File: config.mk
export PLATFORM = sky130hd
export DESIGN_NAME = power_stage_update_and_input_ctrl
export DESIGN_NICKNAME = d
export VERILOG_FILES = /design/src/rtl/pstage_pkg.sv /design/src/rtl/input_unit.sv /design/src/rtl/power_stage_update_and_input_ctrl.sv
export VERILOG_INCLUDE_DIRS = /design/src /design/src/rtl
export SDC_FILE = /design/constraint.sdc
export NUM_CORES = 1
export LEC_CHECK = 0
export ABC_AREA = 1
export BUFFER_PORTS_ARGS = -buffer_cell sky130_fd_sc_hd__buf_4
export CORE_AREA = 2 2 122 243
export DETAILED_ROUTE_END_ITERATION = 8
export DIE_AREA = 0 0 124 245
export HOLD_SLACK_MARGIN = 0.05
export PLACE_DENSITY = 0.65
export RECOVER_POWER = 100
export SYNTH_ARGS = -nofsm -noshare
export SYNTH_HDL_FRONTEND = slang
export SYNTH_SLANG_ARGS = --single-unit
File: constraint.sdc
create_clock -name sys_clk_i -period 15.9 [get_ports sys_clk_i]
set_input_delay 3.18 -clock sys_clk_i [delete_from_list [all_inputs] [get_ports sys_clk_i]]
set_output_delay 3.18 -clock sys_clk_i [all_outputs]
set_load 0.005 [all_outputs]
File: src/rtl/pstage_defines.svh
// Purpose: Offsets, widths, reset values, mode codes and counts for the power-stage block
// Assumes: Included by its bare name
// Notes: Sixteen-bit register port, one register per address
`ifndef PSTAGE_DEFINES_SVH
`define PSTAGE_DEFINES_SVH

`define ADDR_W 4
`define DATA_W 16
`define CMP_W 12

`define OFF_CONFIG 4'h0
`define OFF_SET_A 4'h1
`define OFF_RST_A 4'h2
`define OFF_SET_B 4'h3
`define OFF_RST_B 4'h4
`define OFF_OUT_CFG 4'h5
`define OFF_IN_CTL_A 4'h6
`define OFF_IN_CTL_B 4'h7
`define OFF_STATUS 4'h8

`define RST_CMP 12'h000
`define RST_CONFIG 5'h00
`define RST_OUT_CFG 5'h13
`define RST_IN_CTL 8'h00

`define MODE_NONE 4'h0
`define MODE_LAST_LEVEL 4'h7
`define MODE_EDGE_RETRIG 4'h8
`define MODE_FIX_RETRIG 4'h9
`define MODE_FIX_RETRIG_OFF 4'hE

`define FILT_LAST 2'h3
`define DT4_EXTRA 12'h002
`define DT2_EXTRA 12'h001

`endif

File: src/rtl/pstage_pkg.sv
// Purpose: Types shared by the power-stage files
// Assumes: Constants live in pstage_defines.svh
// Notes: Field order of each struct is its register bit order, msb first
package pstage_pkg;

  typedef enum logic [1:0] {
    RAMP_ONE,
    RAMP_TWO,
    RAMP_FOUR,
    RAMP_SPARE
  } ramp_e;

  typedef enum logic [1:0] {
    PH_DEAD0,
    PH_ON0,
    PH_DEAD1,
    PH_ON1
  } phase_e;

  typedef struct packed {
    ramp_e ramp;
    logic auto_update_on_b_write;
    logic lock;
    logic run;
  } config_s;

  typedef struct packed {
    logic out_active_high;
    logic part_b_input_select_hi;
    logic part_a_input_select_hi;
    logic en_one;
    logic en_zero;
  } out_cfg_s;

  typedef struct packed {
    logic async_output_kill;
    logic part_input_select_lo;
    logic filter_en;
    logic input_polarity;
    logic [3:0] input_mode_field;
  } in_ctl_s;

  typedef struct packed {
    logic [11:0] set_a;
    logic [11:0] rst_a;
    logic [11:0] set_b;
    logic [11:0] rst_b;
    out_cfg_s out_cfg;
  } wave_s;

endpackage

File: src/rtl/input_unit.sv
// Purpose: One part's input module: source pick, sync, filter, sense, event and async kill
// Assumes: Raw sources are asynchronous to sys_clk_i
// Notes: Kill path is combinational so it works with the clock stopped
`include "pstage_defines.svh"

module input_unit (
  input wire logic sys_clk_i,
  input wire logic sys_rst_i,
  input wire logic shared_pin_i,
  input wire logic comparator_i,
  input wire logic own_pin_i,
  input wire logic select_hi_i,
  input wire pstage_pkg::in_ctl_s ctl_i,
  output logic event_o,
  output logic retrig_o,
  output logic level_o,
  output logic kill_o
);

  typedef struct packed {
    logic sync1;
    logic sync2;
    logic filt;
    logic [1:0] filt_cnt;
    logic prev_active;
  } unit_state_s;

  unit_state_s st_r;
  unit_state_s st_nxt;
  logic raw_sel;
  logic level;
  logic active;
  logic edge_mode;
  logic level_mode;

  // Source pick; select bits are static config so the mux glitch is harmless
  assign raw_sel = select_hi_i ? own_pin_i
                 : (ctl_i.part_input_select_lo ? comparator_i : shared_pin_i);
  assign edge_mode = (ctl_i.input_mode_field == `MODE_EDGE_RETRIG)
                  || (ctl_i.input_mode_field == `MODE_FIX_RETRIG)
                  || (ctl_i.input_mode_field == `MODE_FIX_RETRIG_OFF);
  // Reserved codes fall in neither class and so do nothing
  assign level_mode = (ctl_i.input_mode_field != `MODE_NONE)
                   && (ctl_i.input_mode_field <= `MODE_LAST_LEVEL);
  assign level = ctl_i.filter_en ? st_r.filt : st_r.sync2;
  assign active = (level == ctl_i.input_polarity);

  always_comb begin
    st_nxt = st_r;
    st_nxt.sync1 = raw_sel;
    st_nxt.sync2 = st_r.sync1;
    if (st_r.sync2 == st_r.filt) begin
      st_nxt.filt_cnt = 2'h0;
    end else if (st_r.filt_cnt == `FILT_LAST) begin
      st_nxt.filt = st_r.sync2;
      st_nxt.filt_cnt = 2'h0;
    end else begin
      st_nxt.filt_cnt = st_r.filt_cnt + 2'h1;
    end
    st_nxt.prev_active = active;
  end

  always_ff @(posedge sys_clk_i or posedge sys_rst_i) begin
    if (sys_rst_i) begin
      st_r <= '0;
    end else begin
      st_r <= st_nxt;
    end
  end

  assign event_o = edge_mode ? (active && !st_r.prev_active) : 1'b0;
  assign retrig_o = edge_mode;
  assign level_o = level_mode && active;
  // Unsynchronised kill from the raw pin: clockless protection
  assign kill_o = ((raw_sel == ctl_i.input_polarity) && (level_mode || edge_mode))
               && (ctl_i.async_output_kill || (ctl_i.filter_en && level_mode));
endmodule

File: src/rtl/power_stage_update_and_input_ctrl.sv
// Purpose: Two-output PWM stage with locked value update and two input modules
// Assumes: Single clock sys_clk_i at 40 MHz; register port strobes one cycle long
// Notes: Fault modes are reduced to output deactivation while the input is active
// Function
// - Auto_update_on_b_write: transfer buffers at end of cycle after part B reset write.
// - Auto_update_on_b_write bit change takes effect after first complete cycle.
// - Lock blocks transfer; clearing it transfers all at next end of cycle.
// - Four compares and output config transfer together as one set.
// - Second-level input-select bits act immediately, unsynchronised.
// - Auto_update_on_b_write set overrides the lock bit.
// - Parts A and B each own an input module configured by its control.
// - Two/four ramp: retrigger ends own sub-cycle, starts the opposite.
// - One ramp: retrigger resets the ramp counter to zero.
// - Input source comparator or pin; inactive, level or edge acting.
// - Input A event deactivates output zero early; B does output one.
// - Filter enable inserts four-cycle digital filter, else unfiltered.
// - Filtered level input still kills outputs with a disturbed clock.
// - Async kill bit deactivates outputs clocklessly; normal processing continues.
// - Polarity set means rising edge or high level, else falling or low.
// - Two/four ramp: input A only in part A times, B in part B.
// - One ramp: both inputs act over the whole ramp.
// - Mode field: zero no action, one to nine, and fourteen decoded.
// - Values load at once when stopped, at end of cycle when running.
//
// Local design decisions: the placing of the registers and the plain strobed port.
`include "pstage_defines.svh"

module power_stage_update_and_input_ctrl (
  input wire logic sys_clk_i,
  input wire logic sys_rst_i,
  input wire logic [`ADDR_W-1:0] addr_i,
  input wire logic [`DATA_W-1:0] wdata_i,
  input wire logic wr_i,
  input wire logic rd_i,
  output logic [`DATA_W-1:0] rdata_o,
  input wire logic external_sense_pin_i,
  input wire logic comparator_i,
  input wire logic sense_input_a_i,
  input wire logic sense_input_b_i,
  output logic output_zero_o,
  output logic output_one_o
);

  typedef struct packed {
    pstage_pkg::config_s cfg;
    pstage_pkg::wave_s buf_set;
    pstage_pkg::wave_s work;
    pstage_pkg::in_ctl_s ctl_a;
    pstage_pkg::in_ctl_s ctl_b;
    logic auto_eff;
    logic auto_pend;
    logic auto_seen;
    logic b_written;
    logic pending;
    logic [11:0] cnt;
    pstage_pkg::phase_e phase;
    logic out0;
    logic out1;
    logic [`DATA_W-1:0] rdata;
  } top_state_s;

  top_state_s st_r;
  top_state_s st_nxt;

  logic ev_a;
  logic ev_b;
  logic rt_a;
  logic rt_b;
  logic lvl_a;
  logic lvl_b;
  logic kill_a;
  logic kill_b;
  logic win_a;
  logic win_b;
  logic eoc;
  logic last_tick;
  logic [11:0] dur;
  logic one_ramp;
  logic four_ramp;
  logic take;

  ////////////////////////////////////////////////////////////////////////////
  // Input modules

  // Select-hi bits read straight from the write buffer, bypassing the transfer
  input_unit unit_a (
    .sys_clk_i(sys_clk_i),
    .sys_rst_i(sys_rst_i),
    .shared_pin_i(external_sense_pin_i),
    .comparator_i(comparator_i),
    .own_pin_i(sense_input_a_i),
    .select_hi_i(st_r.buf_set.out_cfg.part_a_input_select_hi),
    .ctl_i(st_r.ctl_a),
    .event_o(ev_a),
    .retrig_o(rt_a),
    .level_o(lvl_a),
    .kill_o(kill_a)
  );

  input_unit unit_b (
    .sys_clk_i(sys_clk_i),
    .sys_rst_i(sys_rst_i),
    .shared_pin_i(external_sense_pin_i),
    .comparator_i(comparator_i),
    .own_pin_i(sense_input_b_i),
    .select_hi_i(st_r.buf_set.out_cfg.part_b_input_select_hi),
    .ctl_i(st_r.ctl_b),
    .event_o(ev_b),
    .retrig_o(rt_b),
    .level_o(lvl_b),
    .kill_o(kill_b)
  );

  ////////////////////////////////////////////////////////////////////////////
  // Ramp timing

  assign one_ramp = (st_r.cfg.ramp == pstage_pkg::RAMP_ONE);
  assign four_ramp = (st_r.cfg.ramp == pstage_pkg::RAMP_FOUR);
  assign win_a = one_ramp || (st_r.phase == pstage_pkg::PH_DEAD0)
              || (st_r.phase == pstage_pkg::PH_ON0);
  assign win_b = one_ramp || (st_r.phase == pstage_pkg::PH_DEAD1)
              || (st_r.phase == pstage_pkg::PH_ON1);

  always_comb begin
    dur = 12'h000;
    case (st_r.phase)
      pstage_pkg::PH_DEAD0: begin
        dur = st_r.work.set_a + (four_ramp ? `DT4_EXTRA : `DT2_EXTRA);
      end
      pstage_pkg::PH_ON0: begin
        dur = four_ramp ? st_r.work.rst_a : st_r.work.rst_a - st_r.work.set_a;
      end
      pstage_pkg::PH_DEAD1: begin
        dur = st_r.work.set_b + (four_ramp ? `DT4_EXTRA : `DT2_EXTRA);
      end
      pstage_pkg::PH_ON1: begin
        dur = four_ramp ? st_r.work.rst_b : st_r.work.rst_b - st_r.work.set_b;
      end
      default: begin
        dur = 12'h000;
      end
    endcase
  end

  // A zero duration is treated as one tick so the phase always advances
  assign last_tick = one_ramp ? (st_r.cnt >= st_r.work.rst_b)
                   : (st_r.cnt + 12'h001 >= dur);
  assign eoc = st_r.cfg.run && last_tick
            && (one_ramp || (st_r.phase == pstage_pkg::PH_ON1));

  ////////////////////////////////////////////////////////////////////////////
  // Update decision

  always_comb begin
    take = 1'b0;
    if (!st_r.cfg.run) begin
      take = 1'b1;
    end else if (eoc) begin
      if (st_r.auto_eff) begin
        take = st_r.b_written;
      end else if (!st_r.cfg.lock) begin
        take = st_r.pending;
      end
    end
  end

  ////////////////////////////////////////////////////////////////////////////
  // Next state

  always_comb begin
    st_nxt = st_r;
    st_nxt.rdata = '0;

    if (take) begin
      st_nxt.work = st_r.buf_set;
      st_nxt.pending = 1'b0;
      st_nxt.b_written = 1'b0;
    end

    // Auto_update_on_b_write choice settles at the end of the first full cycle after writing
    if (eoc && st_r.auto_pend) begin
      if (st_r.auto_seen) begin
        st_nxt.auto_eff = st_r.cfg.auto_update_on_b_write;
        st_nxt.auto_pend = 1'b0;
      end else begin
        st_nxt.auto_seen = 1'b1;
      end
    end else if (!st_r.cfg.run) begin
      st_nxt.auto_eff = st_r.cfg.auto_update_on_b_write;
      st_nxt.auto_pend = 1'b0;
    end

    if (!st_r.cfg.run) begin
      st_nxt.cnt = 12'h000;
      st_nxt.phase = pstage_pkg::PH_DEAD0;
    end else if (one_ramp) begin
      if ((rt_a && ev_a && win_a) || (rt_b && ev_b && win_b) || last_tick) begin
        st_nxt.cnt = 12'h000;
      end else begin
        st_nxt.cnt = st_r.cnt + 12'h001;
      end
    end else if (rt_a && ev_a && win_a) begin
      st_nxt.cnt = 12'h000;
      st_nxt.phase = pstage_pkg::PH_DEAD1;
    end else if (rt_b && ev_b && win_b) begin
      st_nxt.cnt = 12'h000;
      st_nxt.phase = pstage_pkg::PH_DEAD0;
    end else if (last_tick) begin
      st_nxt.cnt = 12'h000;
      case (st_r.phase)
        pstage_pkg::PH_DEAD0: st_nxt.phase = pstage_pkg::PH_ON0;
        pstage_pkg::PH_ON0: st_nxt.phase = pstage_pkg::PH_DEAD1;
        pstage_pkg::PH_DEAD1: st_nxt.phase = pstage_pkg::PH_ON1;
        pstage_pkg::PH_ON1: st_nxt.phase = pstage_pkg::PH_DEAD0;
        default: st_nxt.phase = pstage_pkg::PH_DEAD0;
      endcase
    end else begin
      st_nxt.cnt = st_r.cnt + 12'h001;
    end

    // Raw waveform levels, before input gating and polarity
    if (!st_r.cfg.run) begin
      st_nxt.out0 = 1'b0;
      st_nxt.out1 = 1'b0;
    end else if (one_ramp) begin
      st_nxt.out0 = (st_nxt.cnt >= st_nxt.work.set_a) && (st_nxt.cnt < st_nxt.work.rst_a);
      st_nxt.out1 = (st_nxt.cnt >= st_nxt.work.set_b) && (st_nxt.cnt < st_nxt.work.rst_b);
    end else begin
      st_nxt.out0 = (st_nxt.phase == pstage_pkg::PH_ON0);
      st_nxt.out1 = (st_nxt.phase == pstage_pkg::PH_ON1);
    end
    // Level faults hold the output off while active inside the window
    if (lvl_a && win_a) begin
      st_nxt.out0 = 1'b0;
    end
    if (lvl_b && win_b) begin
      st_nxt.out1 = 1'b0;
    end

    if (wr_i) begin
      case (addr_i)
        `OFF_CONFIG: begin
          st_nxt.cfg = pstage_pkg::config_s'(wdata_i[4:0]);
          if (wdata_i[2] != st_r.cfg.auto_update_on_b_write) begin
            st_nxt.auto_pend = 1'b1;
            st_nxt.auto_seen = 1'b0;
          end
        end
        `OFF_SET_A: begin
          st_nxt.buf_set.set_a = wdata_i[11:0];
          st_nxt.pending = 1'b1;
        end
        `OFF_RST_A: begin
          st_nxt.buf_set.rst_a = wdata_i[11:0];
          st_nxt.pending = 1'b1;
        end
        `OFF_SET_B: begin
          st_nxt.buf_set.set_b = wdata_i[11:0];
          st_nxt.pending = 1'b1;
        end
        `OFF_RST_B: begin
          st_nxt.buf_set.rst_b = wdata_i[11:0];
          st_nxt.pending = 1'b1;
          st_nxt.b_written = 1'b1;
        end
        `OFF_OUT_CFG: begin
          st_nxt.buf_set.out_cfg = pstage_pkg::out_cfg_s'(wdata_i[4:0]);
          st_nxt.pending = 1'b1;
        end
        `OFF_IN_CTL_A: st_nxt.ctl_a = pstage_pkg::in_ctl_s'(wdata_i[7:0]);
        `OFF_IN_CTL_B: st_nxt.ctl_b = pstage_pkg::in_ctl_s'(wdata_i[7:0]);
        default: begin
        end
      endcase
    end

    if (rd_i) begin
      case (addr_i)
        `OFF_CONFIG: st_nxt.rdata = {11'h000, st_r.cfg};
        `OFF_SET_A: st_nxt.rdata = {4'h0, st_r.buf_set.set_a};
        `OFF_RST_A: st_nxt.rdata = {4'h0, st_r.buf_set.rst_a};
        `OFF_SET_B: st_nxt.rdata = {4'h0, st_r.buf_set.set_b};
        `OFF_RST_B: st_nxt.rdata = {4'h0, st_r.buf_set.rst_b};
        `OFF_OUT_CFG: st_nxt.rdata = {11'h000, st_r.buf_set.out_cfg};
        `OFF_IN_CTL_A: st_nxt.rdata = {8'h00, st_r.ctl_a};
        `OFF_IN_CTL_B: st_nxt.rdata = {8'h00, st_r.ctl_b};
        `OFF_STATUS: begin
          st_nxt.rdata = {st_r.auto_eff, st_r.pending, st_r.phase, st_r.cnt};
        end
        default: st_nxt.rdata = '0;
      endcase
    end
  end

  always_ff @(posedge sys_clk_i or posedge sys_rst_i) begin
    if (sys_rst_i) begin
      st_r <= '0;
      st_r.cfg <= `RST_CONFIG;
      st_r.buf_set.out_cfg <= `RST_OUT_CFG;
      st_r.work.out_cfg <= `RST_OUT_CFG;
      st_r.ctl_a <= `RST_IN_CTL;
      st_r.ctl_b <= `RST_IN_CTL;
    end else begin
      st_r <= st_nxt;
    end
  end

  ////////////////////////////////////////////////////////////////////////////
  // Pins

  // Kill bypasses the flops so a stopped clock cannot hold a switch on
  assign output_zero_o = ((st_r.out0 && st_r.work.out_cfg.en_zero) && !kill_a)
                       == st_r.work.out_cfg.out_active_high;
  assign output_one_o = ((st_r.out1 && st_r.work.out_cfg.en_one) && !kill_b)
                      == st_r.work.out_cfg.out_active_high;
  assign rdata_o = st_r.rdata;
endmodule

## After elaboration in Yosys (flattened, before gate mapping)

Index checks and enable logic that the tools add are counted.

| operators by class | value |
|---|---|
| $add $sub $neg | 7 |
| multiply operators | 0 |
| div/mod/pow operators | 0 |
| $lt $le $gt $ge | 8 |
| eq/ne operators | 33 |
| shifts and indexed selects | 0 |
| multiplexer cells | 47 |
| bitwise operators | 2 |
| reduce and logical (&&, ||, !) cells | 63 |

Operators with widths:

| cell | number |
|---|---|
| 16-bit case mux with 9 select lines | 1 |
| 12-bit 2-to-1 mux | 5 |
| 53-bit 2-to-1 mux | 1 |
| 12-bit >= comparator | 4 |
| 12-bit case mux with 4 select lines | 1 |
| 14-bit 2-to-1 mux | 3 |
| 2-bit 2-to-1 mux | 15 |
| 4-bit == test (second input constant) | 7 |
| 1-bit logical AND | 27 |
| 12-bit less-than comparator | 2 |
| 12-bit subtractor | 2 |
| 2-bit AND reduction | 11 |
| 1-bit 2-to-1 mux | 18 |
| 4-bit by 3-bit == test with 1-bit output (second input constant) | 4 |
| 16-bit 2-to-1 mux | 1 |
| 1-bit logical OR | 15 |
| 12-bit by 1-bit adder with 12-bit output (second input constant) | 1 |
| 12-bit adder | 1 |
| 12-bit by 2-bit adder with 12-bit output | 1 |
| 2-bit == test (second input constant) | 6 |
| 1-bit == test | 8 |
| 4-bit by 2-bit == test with 1-bit output (second input constant) | 2 |
| 4-bit by 3-bit less-or-equal comparator with 1-bit output (second input constant) | 2 |
| 2-bit case mux with 4 select lines | 1 |
| 13 further kinds | 21 |

| storage, ports and cells | value |
|---|---|
| register bits | 176 |
| latch bits | 0 |
| RAM bits | 0 |
| bits in read-only memories | 0 |
| bits of input ports | 28 |
| output and inout bits | 18 |
| memories kept | 0 |

## Depth between registers and ports, before layout

Gate-level depths: netlist (run 1).

| logic depth | value |
|---|---|
| depth in word-level cells | 16 |
| gate-level depth with buffers | 46 |
| mapped depth without buffers | 43 |

## Cells and area by module

A second synthesis (run 1) with hierarchy kept.

| second synthesis, totals | value |
|---|---|
| cell total of the unflattened synthesis | 1506 |
| area, all modules | 11487.3 um^2 |

Modules (own cells, without submodules):

| module | instances | cells an instance | area an instance (um^2) | seq. area each (um^2) |
|---|---|---|---|---|
| power_stage_update_and_input_ctrl | 1 | 1392 | 10709.0 | 4061.4 |
| input_unit | 2 | 57 | 389.1 | 150.1 |

## Worst setup path before layout (run 1)

No wires, ideal clock.

| path | value |
|---|---|
| path type | input -> output |
| from | input external_sense_pin_i |
| to | output output_zero_o |
| arrival time | 3987 ps |
| setup slack | 8733 ps |
| stages | 8 |
| path buffers | 0 |
| cell sequence | inv_1 > nor2_1 > a21oi_1 > o21ai_0 > xor2_1 > nand2_1 > nand3_1 > xor2_1 |

| between the ends | value |
|---|---|
| word-level cells in the longest chain between the ends | 8 |

RTL lines:

| item | RTL line | source |
|---|---|---|
| start: declaration | power_stage_update_and_input_ctrl.sv:36 | `input wire logic external_sense_pin_i,` |
| 1-bit 2-to-1 mux | input_unit.sv:38 | `: (ctl_i.part_input_select_lo ? comparator_i : shared_pin_i);` |
| 1-bit 2-to-1 mux | input_unit.sv:37 | `assign raw_sel = select_hi_i ? own_pin_i` |
| via unit_a.raw_sel | input_unit.sv:30 | `logic raw_sel;` |
| 1-bit == test | input_unit.sv:75 | `assign kill_o = ((raw_sel == ctl_i.input_polarity) && (level_mode \|\| edge_mode))` |
| 1-bit logical AND | input_unit.sv:75 |  |
| 1-bit logical AND | input_unit.sv:76 | `&& (ctl_i.async_output_kill \|\| (ctl_i.filter_en && level_mode));` |
| 1-bit zero test | power_stage_update_and_input_ctrl.sv:312 | `assign output_zero_o = ((st_r.out0 && st_r.work.out_cfg.en_zero) && !kill_a)` |
| 1-bit logical AND | power_stage_update_and_input_ctrl.sv:312 |  |
| 1-bit == test | power_stage_update_and_input_ctrl.sv:313 | `== st_r.work.out_cfg.out_active_high;` |
| end: declaration | power_stage_update_and_input_ctrl.sv:40 | `output logic output_zero_o,` |

The timed path passes the listed nets, and every way through them passes these cells.

==> results of run 1 <==
-- worst reg2reg max path, delay by kind of cell, from the launching register on --
| family | cells | cell delay [ns] |
|---|---|---|
| AO/OA/AOI/OAI | 9 | 1.64 |
| adder cells (fa/ha/maj) | 4 | 1.49 |
| buffers and inverters | 9 | 3.19 |
| flip-flops | 1 | 0.43 |
| multiplexers | 1 | 0.44 |
| AND/OR/NAND/NOR | 15 | 1.48 |
-- state kept, by name, indices dropped and copies added, names as in the netlist --
signal	flops
unit_b.st_r	5
rdata_o	16
unit_b.st_nxt	1
unit_a.st_nxt	1
unit_a.st_r	5
st_r	146
-- final timing paths --
path / start / endpoint / depth (start not counted)
max in group sys_clk_i: st_r[163]$_DFFE_PP0P_ / st_r[16]$_DFF_PP0_ / 38
max reg2reg: st_r[163]$_DFFE_PP0P_ / st_r[16]$_DFF_PP0_ / 38
max: sys_rst_i / st_r[96]$_DFF_PP0_ / 3
min: unit_a.st_nxt[4]$_DFF_PP0_ / unit_a.st_r[4]$_DFF_PP0_ / 0
min in group asynchronous: sys_rst_i / unit_b.st_r[4]$_DFF_PP0_ / 2
min reg2reg: unit_a.st_nxt[4]$_DFF_PP0_ / unit_a.st_r[4]$_DFF_PP0_ / 0
-- per-stage QoR --
stage	instances	util [%]	setup WS (ns)
floorplan	1464	-	8.01
global placement	1818	41.2	8.22
detailed placement	1818	41.2	8.23
CTS	1850	43.2	8.21
global route	1850	43.0	5.59
finish	1850	43.0	6.88
-- power groups by stage --
stage	Sequential (W)	Combinational (W)	Clock, W
6_report	0.000648	0.000737	0.000406
5_1_grt	0.000657	0.000846	0.000424
4_1_cts	0.000647	0.000742	0.000409
3_5_place_dp	0.000654	0.000737	0
3_3_place_gp	0.000653	0.000729	0
2_1_floorplan	0.000608	0.000564	0
-- final cells by class --
class / instances / area (µm²)
sequential: 174 / 4360
clock buffer: 20 / 447
timing repair buffer: 44 / 297
multi-input combinational: 976 / 5640
fill: 2929 / 16300
inverter: 264 / 992
tap: 360 / 450
clock inverter: 12 / 111
-- cell usage in the layout (no fill, tap or decap), types with 23 or more instances in the layout --
master,netlist,routed
nand2_1,307,309
inv_1,261,260
o21ai_0,171,183
dfrtp_1,168,168
ha_1,103,103
nor2_1,83,84
a21oi_1,78,78
nand3_1,40,40
xor2_1,26,26
o22ai_1,23,23
-- per-layer routing --
metal | wire length, µm | vias up
li1 | - | 4807
met1 | 13400 | 4493
met2 | 15900 | 268
met3 | 1180 | 83
met4 | 1710 | 0
met5 | 0 | -
-- logic make-up (layout without fill, tap and decap cells) --
group / Yosys count / in the layout / synth area share, %
compound gates: 356 / 356 / 17.7
flops: 174 / 174 / 38.6
mux: 2 / 2 / 0.199
xor+xnor: 30 / 30 / 2.32
buf+inv: 314 / 340 / 11.3
fa+ha+maj: 107 / 107 / 12.1
simple gates: 481 / 481 / 17.7
==> metrics.txt, run 1 <==
CTS Buf Count 17; Worst EP arrival ~8.8 ns; CP max stage cell clkinvlp_2; Mapped Area ~0.011 mm²; Fmax between 0.1 and 0.15 GHz; vias just under 10000; Synth top area share 37.2%; Final period util a little under three fifths; Inserted Diodes 0; DRT iter0 DRCs between 800 and 900; Initial DRT Pass Iterations 5; Final Max Tran Viols approximately 180; Worst R2R Setup Slack between 7 and 8 ns; setup_tns 0 ns; first-pass GRT wire length about 49000 µm; ANT nets after route 0; grt peak-use layer met2; proportion of power drawn by the clock network between 20% and 30%; warnings from Yosys 0; placed instance area between 0.01 and 0.015 mm²; nets@finish between 1500 and 2000; Max-slew headroom -228%; H-tree depth 4; grt met2 use 36.0%; synthesis-to-finish area growth 8.79%; clk_lat worst skew between 0.4 and 0.5 ns; PD cells approximately 150 mW/mm²; P_sw about 0.00076 W; DP Wirelength 24900 µm; Flop pwr share 36.2%; synthesized instance count 1464; largest net degree at the start of global routing around 110; Die X 124 µm; most frequent cell after synthesis nand2_1; Max-cap violations 2; ys async rst share 100%; vias in the first global route ~9000; CP Data Required Time approximately 16 ns; total chip power about 0.0018 W; Min Hold Slack between 0.3 and 0.4 ns; TritonCTS clock tree done; failing checks max-capacitance violations, max-slew violations; Lkg Pwr ~6.4 nW; # rows 88; Die Area 0.0304 mm²; maximum root-to-sink buffer count 2; Die H 245 µm; Hold Crit Class reg -> reg; ranking of synthesized cells by area dfrtp_1 37%, ha_1 11%, nand2_1 10%; Synth cell types 48; Internal 0.00103 W; wirelength, routed roughly 32000 µm; Period minus WS final 9.02 ns; Slew @ Worst Pin between 4 and 5 ns; Post-synth top cells 307 x nand2_1, 261 x inv_1, 171 x o21ai_0, 168 x dfrtp_1, 103 x ha_1; met1 Use GR between 20% and 30%; Synthesized Nets between 1500 and 2000; CTS resizes 0; most frequently used flop master after synthesis dfrtp_1; # DRC 0; switch share 42.6%; clock slew seen by the registers of the worst setup and hold paths 0.07 ns; crit start category input port; VDD IR max 0.0000892 V; Yosys top cell by area dfrtp_1; final hold vios 0; clock root buffer clkbuf_16; Crit path largest cell delay ~2.7 ns; CORE AREA 0.0286 mm²; GRT Resource Usage Total a little over a fifth; layout cells sized above 1 around 6%; Remaining Overflow, GRT 0; post-synthesis sequential area ratio 38.6%; crit-path leading delay family buffers and inverters; number of synthesized flops with an enable pin 0; synthesized area per cell around 7.7 µm²; status finished with violations; wire per inst around 17 µm; Logic pwr share slightly above 40%; CP Class in -> async; Ports 46; port bufs 41; Finished Cell Area about 0.012 mm²; met3 GRT Util around 2.8%; via/cell ratio ~5.2; clock sink count between 150 and 200; Clock Skew just under 0.009 ns; routability cong. between 0.8 and 0.9; Post-CTS Hold Buffers 0; CP max FO 110; Final Setup Violations 0; initial antenna violation count 0; worst path cell trace clkbuf_4, clkinvlp_2, clkbuf_1; Crit path buffers/inverters 3; Setup Buffers After CTS 0; FF+latch count, synth about 170; Initial Utilization about two fifths; Crit. End Element asynchronous set/reset pin; RSZ-0062 raised after global routing false
(Power assumes the default switching activity.)
==> inputs of run 2 (changes only) <==
clock period = 8.4 ns   (was 15.9 ns; I/O delays follow)
==> run 2 against run 1 <==
  * The flow still finishes with violations (max-capacitance violations, max-slew violations)
  * Sequential share of layout area fell by 0.054 points
  * Routed wire length grew 0.99%
  * Worst hold slack worse by 0.0087 ns
  * Sequential power increased by 90%
  * Clock power grew 94%
  * Flip-flop and latch count is the same
  * Largest power group unchanged
==> metrics.txt, run 2 (same netlist as run 1, synthesis figures left out) <==
status finished with violations (unchanged); failing checks max-capacitance violations, max-slew violations (unchanged); Period minus WS final just over 7 ns; Setup Buffers After CTS 0 (unchanged); clk_lat worst skew 0.43 ns (was 0.44 ns); Lkg Pwr 6.39 nW (was 6.37 nW); worst r2r src st_r[163]$_DFFE_PP0P_ (unchanged); initial antenna violation count 0 (unchanged); Die Area 0.0304 mm² (unchanged); CP Data Required Time 8.71 ns (was 15.63 ns); Die H 245 µm (unchanged); CORE AREA 0.0286 mm² (unchanged); nets@finish 1613 (was 1612); Max-slew headroom -113% (was -228%); CP Class reg -> reg (was in -> async); VDD IR max 0.000170 V (was 0.0000892 V); hold_sp unit_b.st_nxt[4]$_DFF_PP0_ (was unit_a.st_nxt[4]$_DFF_PP0_); Fmax between 0.1 and 0.15 GHz; H-tree depth 4 (unchanged); vias 9810 (was 9651); Initial DRT Pass Iterations 6 (was 5); first-pass GRT wire length 50900 µm (was 49500 µm); Max-cap violations 3 (was 2); port bufs 41 (unchanged); Final Setup Violations 0 (unchanged); Util after Layout 43.0% (about the same); synthesis-to-finish area growth 8.95% (was 8.79%); wire per inst 17.6 µm (was 17.4 µm); Final Max Tran Viols 179 (was 177); Worst EP arrival 7.41 ns (was 8.75 ns); # DRC 0 (unchanged); DP Wirelength 25000 µm (was 24900 µm); Initial Utilization 39.5% (unchanged); worst setup path startpoint st_r[163]$_DFFE_PP0P_ (was sys_rst_i); Slew @ Worst Pin 3.19 ns (was 4.90 ns); CP max FO 99 (was 110); RSZ-0062 raised after global routing false (unchanged); ANT nets after route 0 (unchanged); vias in the first global route 9353 (was 9026); most frequent cells in the layout 309 x nand2_1, 260 x inv_1, 183 x o21ai_0 (unchanged); CP max stage cell nand2_4 (was clkinvlp_2); Inserted Diodes 0 (unchanged); Post-CTS Hold Buffers 0 (unchanged); # rows 88 (unchanged); routability cong. 0.901 (was 0.880); layout cells sized above 1 5.97% (about the same); Crit path largest cell delay 0.77 ns (was 2.69 ns); via/cell ratio 5.30 (was 5.22); final hold vios 0 (unchanged); PD cells 277 mW/mm² (was 146 mW/mm²); CTS Buf Count 17 (unchanged); Layout fillers 2970 (was 2929); most common cell after layout, fill and taps aside nand2_1 (unchanged); clock sink count 174 (unchanged); largest net degree at the start of global routing 100 (was 111); DRT iter0 DRCs 810 (was 818); CTS resizes 0 (unchanged); GRT Resource Usage Total 22.1% (was 21.6%); TritonCTS clock tree done (unchanged); Clock Skew 0.0112 ns (was 0.00886 ns); Die X 124 µm (unchanged); wirelength, routed 32600 µm (was 32300 µm); setup_tns 0 ns (unchanged); Remaining Overflow, GRT 0 (unchanged); clock slew seen by the registers of the worst setup and hold paths 0.07 ns (about the same); Final period util a little over four fifths; Hold Crit Class reg -> reg (unchanged); maximum root-to-sink buffer count 2 (unchanged); Reg with most FFs st_r (unchanged); crit start category register (was input port); Critical Path Most Common Cell nand2_1; Crit. End Element register (was asynchronous set/reset pin); clock root buffer clkbuf_16 (unchanged); Ports 46 (unchanged); max reg flops 146 (unchanged)
-- run 2: cell types whose count changed in the layout (fill, tap and decap cells not counted), sizes merged --
cell,previous run,this run
inv,264,263
clkinv,7,10
bufinv,1,2
clkinvlp,4,2
-- run 2: path summary, 6_finish.rpt --
| check | to | slack, ns | cells after the start |
|---|---|---|---|
| setup / recovery | st_r[16]$_DFF_PP0_ | 1.30 | 40 |
| hold / removal | unit_b.st_r[4]$_DFF_PP0_ | 0.34 | 0 |
| setup reg to reg | st_r[16]$_DFF_PP0_ | 1.30 | 40 |
| hold reg to reg | unit_b.st_r[4]$_DFF_PP0_ | 0.34 | 0 |
| max in group asynchronous | st_r[90]$_DFF_PP0_ | 2.53 | 3 |
| min in group asynchronous | unit_b.st_r[3]$_DFFE_PP0P_ | 1.99 | 2 |
-- run 2: cell type report --
| cell class | instances | area, µm² | share of cell area, % |
|---|---|---|---|
| Clock buffer | 19 | 433 | 3.51 |
| Clock inverter | 13 | 140 | 1.14 |
| Inverter | 264 | 992 | 8.05 |
| Multi-Input combinational cell | 976 | 5640 | 45.8 |
| Timing Repair Buffer | 45 | 300 | 2.44 |
| Sequential cell | 174 | 4360 | 35.4 |
| Tap cell | 360 | 450 | 3.66 |
-- run 2: routing by layer --
metal	global-route usage [%]	part of all wire, %
met1	27.7	41
met4	9.65	4.8
met2	37.5	50
met3	2.93	4.1
met5	0	0
-- run 2: metrics by stage --
stage / power [W] / worst slack [ns] / area [µm²] / hold WS, ns / instances
finish: 0.00342 / 1.30 / 12300 / 0.340 / 1851
global placement: 0.00261 / 1.67 / 11800 / 0.333 / 1819
global route: 0.00369 / 0.620 / 12300 / 0.347 / 1851
CTS: 0.00343 / 1.56 / 12400 / 0.348 / 1851
floorplan: 0.00222 / 2.01 / 11300 / 0.331 / 1464
detailed placement: 0.00264 / 1.59 / 11800 / 0.336 / 1819
-- run 2: worst max-delay path, delay by kind of cell, from the launching register on --
| kind | cells | cell delay (ns) |
|---|---|---|
| mux | 1 | 0.43 |
| flops | 1 | 0.43 |
| simple gates | 17 | 2.72 |
| buf+inv | 9 | 1.01 |
| fa+ha+maj | 3 | 0.85 |
| compound gates | 10 | 1.51 |
-- run 2: where the power goes --
part           internal (W)  leakage [nW]  switching (W)
clock              0.000440         0.282       0.000348
combinational      0.000496          3.90       0.000903
sequential          0.00103          2.21       0.000199
==> inputs of run 3 (changes only) <==
PLACE_DENSITY = 0.67   (was 0.65)
clock period = 6.3 ns   (was 8.4 ns; I/O delays follow)
==> run 3 against run 2 <==
  * Worst hold slack improved by 0.012 ns
  * Largest cell class unchanged
  * The flow still finishes with violations (max-capacitance violations, max-slew violations)
  * First-iteration DRC count is 8.6% lower
  * Utilization up 0.60 points
  * Die area stayed put
==> metrics.txt, run 3 (same netlist as run 1, synthesis figures left out) <==
Worst EP arrival 6.09 ns (was 7.41 ns); Remaining Overflow, GRT 0 (unchanged); clock slew seen by the registers of the worst setup and hold paths 0.07 ns (about the same); status finished with violations (unchanged); TritonCTS clock tree done (unchanged); Hold Crit Class reg -> reg (unchanged); register area 0.00436 mm² (unchanged); Crit path largest cell delay 0.44 ns (was 0.77 ns); VDD IR max 0.000234 V (was 0.000170 V); Final period util 91.3% (was 84.5%); routability cong. 0.968 (was 0.901); nets@finish 1623 (was 1613); # DRC 0 (unchanged); Die H 245 µm (unchanged); CP max stage cell dfrtp_1 (was nand2_4); Clock Skew 0.00763 ns (was 0.0112 ns); Period minus WS final 5.75 ns (was 7.10 ns); total chip power 0.00459 W (was 0.00342 W); clk_lat worst skew 0.44 ns (was 0.43 ns); Initial DRT Pass Iterations 7 (was 6); ANT nets after route 0 (unchanged); Setup Buffers After CTS 0 (unchanged); Die X 124 µm (unchanged); vias 9709 (was 9810); layout cells sized above 1 7.33% (was 5.97%); Max-cap violations 3 (unchanged); via/cell ratio 5.22 (was 5.30); max reg flops 146 (unchanged); most common cell after layout, fill and taps aside nand2_1 (unchanged); PD cells 368 mW/mm² (was 277 mW/mm²); Die Area 0.0304 mm² (unchanged); CP Class reg -> reg (unchanged); Ports 46 (unchanged); initial antenna violation count 0 (unchanged); CP Data Required Time 6.64 ns (was 8.71 ns); Inserted Diodes 0 (unchanged); crit-path leading delay family simple AND/OR/NAND/NOR gates (unchanged); setup_tns 0 ns (unchanged); CP max FO 17 (was 99); GRT Resource Usage Total 21.9% (was 22.1%); wire per inst 17.5 µm (was 17.6 µm); Slew @ Worst Pin 2.97 ns (was 3.19 ns); Fmax 0.174 GHz (was 0.141 GHz); synthesis-to-finish area growth 10.5% (was 8.95%); Final Setup Violations 0 (unchanged); CTS Buf Count 17 (unchanged); maximum root-to-sink buffer count 2 (unchanged); area occupied by multi-input gates 0.00570 mm² (was 0.00564 mm²); Reg with most FFs st_r (unchanged); clock root buffer clkbuf_16 (unchanged); RSZ-0062 raised after global routing true (was false); Finished Cell Area 0.0125 mm² (was 0.0123 mm²); placed instance area 0.0119 mm² (was 0.0118 mm²); wirelength, routed 32500 µm (was 32600 µm); vias in the first global route 9291 (was 9353); final hold vios 0 (unchanged); Final Max Tran Viols 179 (unchanged); H-tree depth 4 (unchanged); clock sink count 174 (unchanged); failing checks max-capacitance violations, max-slew violations (unchanged); Lkg Pwr 6.46 nW (was 6.39 nW); Max-slew headroom -98.8% (was -113%); first-pass GRT wire length 50100 µm (was 50900 µm); DRT iter0 DRCs 740 (was 810); DP Wirelength 25600 µm (was 25000 µm); port bufs 41 (unchanged); # rows 88 (unchanged); Initial Utilization 39.5% (unchanged); Layout fillers 2917 (was 2970); CORE AREA 0.0286 mm² (unchanged); Crit path buffers/inverters 9 (unchanged); largest net degree at the start of global routing 71 (was 100); Crit. End Element register (unchanged); crit start category register (unchanged); most frequent cells in the layout 307 x nand2_1, 260 x inv_1, 170 x o21ai_0 (was 309 x nand2_1, 260 x inv_1, 183 x o21ai_0); Critical Path Most Common Cell inv_1 (was nand2_1)
run 3: changes by cell type in the layout (fill, tap and decap cells not counted), moves of 3 or more:
| cell | before | now |
|---|---|---|
| nor2_1 | 84 | 81 |
| clkinv_2 | 4 | 0 |
| buf_4 | 19 | 29 |
| o21ai_1 | 3 | 16 |
| clkbuf_8 | 0 | 4 |
| o21ai_0 | 183 | 170 |
run 3: repair_timing:
item	in CTS	in global routing
resized for setup	0	15
setup endpoints to repair	0	2
hold buffers	0	0
run 3: layer usage:
layer,track usage (%),vias up,part of all wire [%]
met4,12.6,0,6.2
met3,3.07,88,3.8
met2,36.1,281,49
li1,-,4842,-
met5,0,-,0
met1,26.9,4498,41
run 3: where the power goes:
group | internal [W] | switching [W] | leakage [nW]
registers | 0.00138 | 0.000260 | 2.21
logic | 0.000691 | 0.00122 | 3.97
clock network | 0.000591 | 0.000449 | 0.278
total | 0.00266 | 0.00193 | 6.46
run 3: through the flow:
stage          hold WS (ns)  utilization, %  std cells  setup slack (ns)
3_3_place_gp          0.335            41.6       1829             0.358
3_5_place_dp          0.347            41.6       1829             0.264
4_1_cts               0.354            43.6       1861             0.217
5_1_grt               0.369            43.6       1861           0.00301
2_1_floorplan         0.331               -       1464             0.333
6_report              0.351            43.6       1861             0.545
run 3: path summary, 6_finish.rpt:
| check | start | end | slack, ns | cells past startpoint |
|---|---|---|---|---|
| max | st_r[163]$_DFFE_PP0P_ | st_r[17]$_DFF_PP0_ | 0.55 | 40 |
| min | unit_b.st_nxt[4]$_DFF_PP0_ | unit_b.st_r[4]$_DFF_PP0_ | 0.35 | 0 |
| max reg2reg | st_r[163]$_DFFE_PP0P_ | st_r[17]$_DFF_PP0_ | 0.55 | 40 |
| min reg2reg | unit_b.st_nxt[4]$_DFF_PP0_ | unit_b.st_r[4]$_DFF_PP0_ | 0.35 | 0 |
| max in group asynchronous | sys_rst_i | st_r[123]$_DFFE_PP0P_ | 1.47 | 3 |
| min in group asynchronous | sys_rst_i | rdata_o[6]$_DFF_PP0_ | 1.68 | 2 |
run 3: layout make-up:
| cell class | count | share of cell area [%] |
|---|---|---|
| repair buffers | 55 | 3.22 |
| inverters | 264 | 7.97 |
| clock inverters | 7 | 0.651 |
| flip-flops and latches | 174 | 34.9 |
| clock buffers | 25 | 3.97 |
| well taps | 360 | 3.61 |
| multi-input cells | 976 | 45.7 |
